### src/ccrc_pkg.sv
package ccrc_pkg;

    // ************************************************************
    // register map (byte addresses, one word each)
    // ************************************************************
    localparam logic [7:0] CCRC_POWER_CLOCK_CONTROL_REG_ADDR  = 8'h00;   // power_clock_control_reg
    localparam logic [7:0] CCRC_STATUS_ADDR = 8'h04;   // read-only state

    // ************************************************************
    // field positions and reset values
    // ************************************************************
    localparam int         CCRC_MULT_LSB    = 0;
    localparam int         CCRC_MULT_W      = 6;
    localparam int         CCRC_DIV_LSB     = 8;
    localparam int         CCRC_DIV_W       = 2;
    localparam int         CCRC_CLKSEL_BIT  = 12;      // pin function select
    localparam int         CCRC_LOAD_BIT    = 16;      // software ratio takes over
    localparam logic [5:0] CCRC_MULT_RST    = 6'h03;
    localparam logic [1:0] CCRC_DIV_RST     = 2'h0;

    // ************************************************************
    // strap codes and startup ratios
    // ************************************************************
    localparam logic [1:0] CCRC_STRAP_3X    = 2'h0;
    localparam logic [1:0] CCRC_STRAP_16X   = 2'h1;
    localparam logic [1:0] CCRC_STRAP_8X    = 2'h2;
    localparam logic [5:0] CCRC_RATIO_3     = 6'h03;
    localparam logic [5:0] CCRC_RATIO_16    = 6'h10;
    localparam logic [5:0] CCRC_RATIO_8     = 6'h08;

    // ************************************************************
    // timing
    // ************************************************************
    localparam int         CCRC_LOCK_CYCLES = 4096;    // input clock cycles to lock

    // clock setting handed to the clock generator
    typedef struct packed {
        logic       use_pll;   // 0: core runs straight from the input clock
        logic [5:0] mult;
        logic [1:0] div;
    } ccrc_clk_cfg_s;

    typedef enum logic [2:0] {
        CCRC_ST_HOLD = 3'b001,
        CCRC_ST_LOCK = 3'b010,
        CCRC_ST_RUN  = 3'b100
    } ccrc_state_e;

endpackage

### src/ccrc_core_clock_reset.sv
// Functional notes
// core clock comes from pll or input clock, chosen by the straps
// straps 00=3:1, 01=16:1, 10=8:1, 11 reserved
// straps set startup only; software may reprogram multiplier and divider later
// shared pin defaults to reset out; control bit 12 selects pll clock
// in reset-out mode the pin shows the core reset state
// after reset release wait 4096 input clocks, then start at reset vector
// external source holds reset low during power-up
// input clock must run continuously at steady frequency
// core reset and reset-out pin held through lock count, released together
`timescale 1ns/1ns
module ccrc_core_clock_reset
    import ccrc_pkg::*;
#(
    parameter int LOCK_CYCLES = ccrc_pkg::CCRC_LOCK_CYCLES
) (
    input  wire logic                   i_sys_clk,
    input  wire logic                   i_reset_n,
    input  wire logic                   i_ce,
    input  wire logic [1:0]             i_ratio_select_straps,
    input  wire logic                   i_pll_clock,
    // wishbone classic slave
    input  wire logic                   i_wb_cyc,
    input  wire logic                   i_wb_stb,
    input  wire logic                   i_wb_we,
    input  wire logic [7:0]             i_wb_adr,
    input  wire logic [3:0]             i_wb_sel,
    input  wire logic [31:0]            i_wb_dat,
    output logic      [31:0]            o_wb_dat,
    output logic                        o_wb_ack,
    // core side
    output logic                        o_core_reset_n,
    output ccrc_pkg::ccrc_clk_cfg_s     o_clk_cfg,
    output logic                        o_reset_output_pin
);
    import ccrc_pkg::*;

    // refuse lock counts the 16-bit counter cannot hold; the strap capture
    // at count one needs a lock phase of at least two cycles
    if (LOCK_CYCLES < 2 || LOCK_CYCLES > 65535) begin : g_bad_lock
        $error("LOCK_CYCLES out of range");
    end

    // ************************************************************
    // pin synchronisers
    // ************************************************************
    logic [1:0] strap_sync;
    logic       pll_sync;
    logic [2:0] sync_bus;

    // straps and pll clock share one synchroniser; the straps are static, so
    // only the pll clock ever sees a metastable first stage
    ccrc_sync2 #(.W(3)) u_sync (
        .i_sys_clk (i_sys_clk),
        .i_reset_n (i_reset_n),
        .i_ce      (i_ce),
        .i_async   ({i_ratio_select_straps, i_pll_clock}),
        .o_sync    (sync_bus)
    );

    // split the synchronised bus back into its parts
    assign strap_sync = sync_bus[2:1];
    assign pll_sync   = sync_bus[0];

    // ************************************************************
    // strap decode
    // ************************************************************
    function automatic ccrc_clk_cfg_s strap_cfg(input logic [1:0] s);
        ccrc_clk_cfg_s c;
        c = '{use_pll: 1'b1, mult: CCRC_RATIO_3, div: CCRC_DIV_RST};
        case (s)
            CCRC_STRAP_3X:  c.mult = CCRC_RATIO_3;
            CCRC_STRAP_16X: c.mult = CCRC_RATIO_16;
            CCRC_STRAP_8X:  c.mult = CCRC_RATIO_8;
            default:        c.use_pll = 1'b0;
        endcase
        return c;
    endfunction

    // ************************************************************
    // sequencer
    // ************************************************************
    ccrc_state_e state_ff, nxt_state;
    logic [15:0] lock_cnt_ff;
    logic [15:0] nxt_lock_cnt;
    logic [1:0]  strap_ff;          // straps caught while held
    logic        core_rst_n_ff;
    logic        pin_sel_ff;        // control bit 12
    logic        sw_load_ff;
    logic [5:0]  mult_ff;
    logic [1:0]  div_ff;
    logic        wb_ack_ff;
    logic [31:0] wb_dat_ff;
    ccrc_clk_cfg_s clk_cfg_ff;
    logic        pin_ff;

    localparam logic [15:0] LOCK_LAST = 16'(LOCK_CYCLES - 1);

    // last count of the lock phase; the core leaves reset on the following edge
    wire lock_done = (lock_cnt_ff == LOCK_LAST);

    always_comb begin
        nxt_state    = state_ff;
        nxt_lock_cnt = lock_cnt_ff;
        case (state_ff)
            CCRC_ST_HOLD: begin
                nxt_state    = CCRC_ST_LOCK;
                nxt_lock_cnt = 16'h0000;
            end
            CCRC_ST_LOCK: begin
                nxt_lock_cnt = lock_cnt_ff + 16'h0001;
                if (lock_done) begin
                    nxt_state = CCRC_ST_RUN;
                end
            end
            CCRC_ST_RUN:  nxt_state = CCRC_ST_RUN;
            default:      nxt_state = CCRC_ST_HOLD;
        endcase
    end

    always_ff @(posedge i_sys_clk or negedge i_reset_n) begin
        if (!i_reset_n) begin
            state_ff    <= CCRC_ST_HOLD;
            lock_cnt_ff <= 16'h0000;
        end else if (i_ce) begin
            state_ff    <= nxt_state;
            lock_cnt_ff <= nxt_lock_cnt;
        end
    end

    // catch straps at lock count one: by then they have passed both
    // synchroniser stages, and they are never taken while reset is low
    always_ff @(posedge i_sys_clk or negedge i_reset_n) begin
        if (!i_reset_n) begin
            strap_ff <= CCRC_STRAP_3X;
        end else if (i_ce && state_ff == CCRC_ST_LOCK && lock_cnt_ff == 16'h0001) begin
            strap_ff <= strap_sync;
        end
    end

    // core reset drops only when the lock count ends
    wire nxt_core_rst_n = (nxt_state == CCRC_ST_RUN);

    always_ff @(posedge i_sys_clk or negedge i_reset_n) begin
        if (!i_reset_n) begin
            core_rst_n_ff <= 1'b0;
        end else if (i_ce) begin
            core_rst_n_ff <= nxt_core_rst_n;
        end
    end

    // ************************************************************
    // register file
    // ************************************************************
    wire wb_req    = i_wb_cyc && i_wb_stb && !wb_ack_ff;
    wire wb_wr     = wb_req && i_wb_we;
    wire hit_power_clock_control_reg = (i_wb_adr == CCRC_POWER_CLOCK_CONTROL_REG_ADDR);
    wire hit_stat  = (i_wb_adr == CCRC_STATUS_ADDR);
    // ratio writes only once the core runs; earlier the straps rule
    wire pm_wr     = wb_wr && hit_power_clock_control_reg && core_rst_n_ff;

    wire [31:0] power_clock_control_reg_rd = (32'(mult_ff) << CCRC_MULT_LSB)
                         | (32'(div_ff) << CCRC_DIV_LSB)
                         | (32'(pin_sel_ff) << CCRC_CLKSEL_BIT)
                         | (32'(sw_load_ff) << CCRC_LOAD_BIT);
    wire [31:0] stat_rd  = {11'h000, state_ff, strap_ff, 16'(lock_cnt_ff)};
    wire [31:0] nxt_rd   = hit_power_clock_control_reg ? power_clock_control_reg_rd : (hit_stat ? stat_rd : 32'h0000_0000);

    always_ff @(posedge i_sys_clk or negedge i_reset_n) begin
        if (!i_reset_n) begin
            mult_ff    <= CCRC_MULT_RST;
            div_ff     <= CCRC_DIV_RST;
            pin_sel_ff <= 1'b0;
            sw_load_ff <= 1'b0;
        end else if (i_ce && pm_wr) begin
            if (i_wb_sel[0]) mult_ff <= i_wb_dat[CCRC_MULT_LSB +: CCRC_MULT_W];
            if (i_wb_sel[1]) div_ff  <= i_wb_dat[CCRC_DIV_LSB +: CCRC_DIV_W];
            if (i_wb_sel[1]) pin_sel_ff <= i_wb_dat[CCRC_CLKSEL_BIT];
            if (i_wb_sel[2]) sw_load_ff <= i_wb_dat[CCRC_LOAD_BIT];
        end
    end

    // single-cycle answer; unmapped reads return zero, writes ignored
    always_ff @(posedge i_sys_clk or negedge i_reset_n) begin
        if (!i_reset_n) begin
            wb_ack_ff <= 1'b0;
            wb_dat_ff <= 32'h0000_0000;
        end else if (i_ce) begin
            wb_ack_ff <= wb_req;
            wb_dat_ff <= nxt_rd;
        end
    end

    // ************************************************************
    // clock setting and shared pin
    // ************************************************************
    wire ccrc_clk_cfg_s sw_cfg  = '{use_pll: 1'b1, mult: mult_ff, div: div_ff};
    wire ccrc_clk_cfg_s nxt_cfg = (core_rst_n_ff && sw_load_ff) ? sw_cfg
                                                               : strap_cfg(strap_ff);
    // clock out is the pll clock as sampled by the system clock, so it is a
    // coarse copy good only for pll clocks well below half the system rate
    // pin mirrors core reset unless clock out selected; during lock the reset
    // is shown whatever the select, so the pin and core leave reset together
    wire nxt_pin = (pin_sel_ff && nxt_core_rst_n) ? pll_sync
                                                  : nxt_core_rst_n;

    always_ff @(posedge i_sys_clk or negedge i_reset_n) begin
        if (!i_reset_n) begin
            clk_cfg_ff <= '{use_pll: 1'b1, mult: CCRC_RATIO_3, div: CCRC_DIV_RST};
            pin_ff     <= 1'b0;
        end else if (i_ce) begin
            clk_cfg_ff <= nxt_cfg;
            pin_ff     <= nxt_pin;
        end
    end

    // every output is a flop, so nothing downstream sees a decode glitch
    assign o_wb_ack           = wb_ack_ff;
    assign o_wb_dat           = wb_dat_ff;
    assign o_core_reset_n     = core_rst_n_ff;
    assign o_clk_cfg          = clk_cfg_ff;
    assign o_reset_output_pin = pin_ff;

endmodule // ccrc_core_clock_reset

### src/ccrc_sync2.sv
`timescale 1ns/1ns
// two-flop synchroniser for asynchronous pin inputs
module ccrc_sync2 #(
    parameter int W = 1
) (
    input  wire logic         i_sys_clk,
    input  wire logic         i_reset_n,
    input  wire logic         i_ce,
    input  wire logic [W-1:0] i_async,
    output logic      [W-1:0] o_sync
);
    logic [W-1:0] meta_ff;

    // first stage is read by the second stage only
    always_ff @(posedge i_sys_clk or negedge i_reset_n) begin
        if (!i_reset_n) begin
            meta_ff <= '0;
            o_sync  <= '0;
        end else if (i_ce) begin
            meta_ff <= i_async;
            o_sync  <= meta_ff;
        end
    end
endmodule // ccrc_sync2

### config.mk
export PLATFORM = sky130hd
export DESIGN_NAME = ccrc_core_clock_reset
export DESIGN_NICKNAME = d
export VERILOG_FILES = /design/src/ccrc_pkg.sv /design/src/ccrc_core_clock_reset.sv /design/src/ccrc_sync2.sv
export SDC_FILE = /design/constraint.sdc
export NUM_CORES = 1
export LEC_CHECK = 0
export BUFFER_PORTS_ARGS = -buffer_cell sky130_fd_sc_hd__clkbuf_2
export CORE_MARGIN = 3
export CORE_UTILIZATION = 46
export DETAILED_ROUTE_END_ITERATION = 10
export PLACE_DENSITY = 0.75
export SLEW_MARGIN = 20
export SYNTH_ARGS = -nofsm -noshare
export SYNTH_HDL_FRONTEND = slang
export SYNTH_SLANG_ARGS = --single-unit
### constraint.sdc
create_clock -name i_sys_clk -period 1.8 [get_ports i_sys_clk]
set_input_delay 0.09 -clock i_sys_clk [delete_from_list [all_inputs] [get_ports i_sys_clk]]
set_output_delay 0.09 -clock i_sys_clk [all_outputs]
set_load 0.01 [all_outputs]
==> out/qor.txt <==
OUTCOME
-------------------------------------------------------------------------------------
Run status                                                               complete, no violations

CLOCK TREE
-------------------------------------------------------------------------------------
Htree depth                                                                         3
Total number of clock tree sinks                                                   70
Clock insertion delay at the later pin of the skew report                      350 ps
Num CTS Buffers                                                                     9
Maximum number of buffers from clock root to sink                                   2
Register clock-pin slew on the reported worst setup and hold paths              70 ps
Root Buffer Master                                                       sky130_fd_sc_hd__clkbuf_8
Clock tree from TritonCTS                                                        done

PLACED DESIGN
-------------------------------------------------------------------------------------
Weighted congestion at the end of routability-driven global placement           0.825
Worst setup slack after placement                                            -52.9 ps
HPWL after DPL                                                           5080 microns
Count of input and output buffers                                                  62

GRT
-------------------------------------------------------------------------------------
Wire length of the first global-routing pass                             12600 microns
Vias in the first global route                                                   2509
Largest net degree at the start of global routing                                  71
Initial antenna violation count                                                     0
Aggregate global-route resource usage                                           19.3%
Overflow left after global routing                                                  0

STA
-------------------------------------------------------------------------------------
Crit share post-route                                                           95.8%
Maximum clock frequency                                                       580 MHz
Setup Viol. Count Final                                                             0
Worst setup slack after layout                                                76.4 ps
Final Hold Violating Endpoints                                                      0
Shortest clock period the worst path allows after layout                      1720 ps
Setup repair after global routing missed its margin                             false
Final TNS setup                                                                  0 ps
Fin Clk Skew                                                                  8.24 ps
Count of pins over their slew limit                                                 0

SETUP PATH
-------------------------------------------------------------------------------------
Worst path max stage delay                                                     580 ps
Buffering stage count on the worst path with inverters included                     0
Setup CP Type                                                            register to register
Top fanout value on the critical path                                               3
Required time of the critical path                                            2040 ps
Signal arrival time at the worst endpoint                                     1960 ps
Cells along the critical path                                            or4_4, or4_1, o21ai_0, nand2_1
Cell family with most CP delay                                           simple AND/OR/NAND/NOR gates
Sort of element at the start of the critical path                            register
Reg-to-reg setup timing slack                                                   80 ps
Category of the worst setup path capture point                               register
Cell with the largest stage delay on the worst path                      sky130_fd_sc_hd__or4_4

FINAL LAYOUT
-------------------------------------------------------------------------------------
Antenna cell count                                                                  0
FF+latch area                                                            0.00176 sq mm
NumNets Final                                                                     437
Area Overhead vs Synth                                                          27.8%
Most frequent standard cell in the layout excluding fill and tap cells   sky130_fd_sc_hd__dfrtp_1
Multi-input gate area                                                    0.00140 sq mm
Fraction of final layout cells sized beyond drive strength 1                    35.2%
Filler cell count                                                                 500
Most used cells in the layout excluding fill and tap cells               sky130_fd_sc_hd__dfrtp_1 (64), sky130_fd_sc_hd__clkbuf_2 (61), sky130_fd_sc_hd__nand2_1 (28)

SYNTHESIS
-------------------------------------------------------------------------------------
Seq/Total Area, Yosys                                                           54.3%
Yosys warnings                                                                      0
Post-Syn Area per Cell                                                     11.4 sq um
Top flip-flop cell by instance count after synthesis                     sky130_fd_sc_hd__dfrtp_1
Cells after Synth                                                                 284
Area of the mapped netlist                                               0.00324 sq mm
Share of async-settable or async-resettable flops after synthesis                100%
Register bit total from synthesis                                                  70
Distinct cell type count after synthesis                                           45
Number of enable-type register cells in the synthesized netlist                     0

FLOORPLAN
-------------------------------------------------------------------------------------
Site row count                                                                     29
Top-Level Pins                                                                     97
Die Height                                                               89.9 microns
Core Footprint                                                           0.00657 sq mm
Chip width                                                               89.9 microns
Initial core utilization                                                        49.3%
Die Area                                                                 0.00808 sq mm

DRT
-------------------------------------------------------------------------------------
Total vias in the final route                                                    2507
Wirelength, routed                                                       7490 microns
1st-pass router iterations                                                          4
Via-to-Cell Ratio                                                                5.26
Total DRC errors in the routed layout                                               0
Remaining number of nets flagged by the antenna check after routing                 0
Violation count after the first detailed-route iteration                          175
Per-cell routed wire length                                              15.7 microns

MIN PATH
-------------------------------------------------------------------------------------
Class of the most critical hold timing path                              input pin to register

PWR
-------------------------------------------------------------------------------------
Cell leakage power                                                            2.06 nW
Worst vdd ir                                                                 0.465 mV
Overall Power                                                                 3.87 mW
Total power divided by cell area                                          936 mW/mm^2

FLOW RUN
-------------------------------------------------------------------------------------
Count of maximum capacitance violations                                             0

stage by stage:
stage	std cells	utilization [%]	cell area [sq um]	hold WS, ps
5_1_grt	477	63.0	4140	116
3_5_place_dp	447	57.1	3750	145
3_3_place_gp	447	57.1	3750	139
4_1_cts	477	62.5	4100	85.0
2_1_floorplan	294	-	3280	-206
6_report	477	63.0	4140	105
worst paths after layout:
| kind | cells past startpoint | end | start |
|---|---|---|---|
| setup / recovery | 4 | state_ff[1] | lock_cnt_ff[13] |
| hold / removal | 3 | sw_load_ff | i_wb_sel[2] |
| setup reg to reg | 4 | state_ff[1] | lock_cnt_ff[13] |
| hold reg to reg | 2 | o_clk_cfg[3] | o_clk_cfg[3] |
| max in group asynchronous | 3 | state_ff[0] | i_reset_n |
| min in group asynchronous | 3 | u_sync.meta_ff[1] | i_reset_n |
layer usage:
| layer | GRT usage (%) | up-vias | routed length [microns] |
|---|---|---|---|
| met2 | 30.8 | 86 | 3530 |
| met5 | 0 | - | 0 |
| met3 | 4.26 | 10 | 489 |
| met1 | 25.7 | 1213 | 3350 |
| met4 | 8.16 | 0 | 118 |
| li1 | - | 1198 | - |
timing repair:
action,in CTS,in global routing
hold endpoints to repair,77,0
setup endpoints to repair,2,12
setup buffers,0,0
gates resized for setup,2,5
pin swaps,0,1
hold buffers,14,0
cloned,0,0
synthesized netlist by cell type (all sizes together) (3+ instances only):
| cell | instances | share of area, % |
|---|---|---|
| dfstp | 6 | 4.9 |
| dfrtp | 64 | 49 |
| a22o | 11 | 3.0 |
| buf | 17 | 3.4 |
| mux2 | 19 | 6.6 |
| o2bb2ai | 5 | 1.4 |
| nand4 | 6 | 1.4 |
| clkbuf | 8 | 0.93 |
| a31oi | 4 | 0.77 |
| mux2i | 9 | 2.8 |
| nand3 | 6 | 0.93 |
| a21oi | 7 | 1.1 |
| ha | 5 | 1.9 |
| inv | 6 | 0.70 |
| or4 | 3 | 0.81 |
| nor4 | 6 | 1.8 |
| nand2 | 28 | 3.2 |
| o21ai | 15 | 2.3 |
| a221o | 10 | 3.1 |
| nor3 | 4 | 0.97 |
| nor2 | 11 | 1.3 |
| nor2b | 13 | 2.5 |
sequential cells by signal (all words and copies together), names as in the netlist, 2 cells and up:
name / flops
o_wb_dat: 21
lock_cnt_ff: 16
o_clk_cfg: 9
mult_ff: 6
state_ff: 3
u_sync.meta_ff: 3
u_sync.o_sync: 3
div_ff: 2
strap_ff: 2
tightest hold or removal path, delay by kind of cell:
kind / cells / cell delay, ps
simple gates: 1 / 90
mux: 1 / 150
buf+inv: 1 / 90
cell type report:
cell class              count  share of cell area (%)
clock buffers              13                    3.84
clock inverters             3                    1.03
inverters                   6                   0.544
multi-input cells         193                    33.9
flip-flops and latches     70                    42.5
well taps                  93                    2.81
repair buffers             99                    15.4
report_power, final:
group          internal [mW]  switching [mW]  leakage [nW]
Sequential              1.72           0.106         0.933
Clock                  0.715           0.578        0.0996
Combinational          0.336           0.417          1.03
Total                   2.77            1.10          2.06
cell families (layout without fill, tap and decap cells):
logic type      Yosys count  after routing  synth area share (%)
compound gates           59             59                  13.3
flops                    70             70                  54.3
simple gates             88             88                  15.4
xor+xnor                  2              2                 0.541
other cells               1             11                 0.116
buf+inv                  31            121                  5.02
mux                      28             28                  9.39
fa+ha+maj                 5              5                  1.93
(Power assumes the default switching activity.)
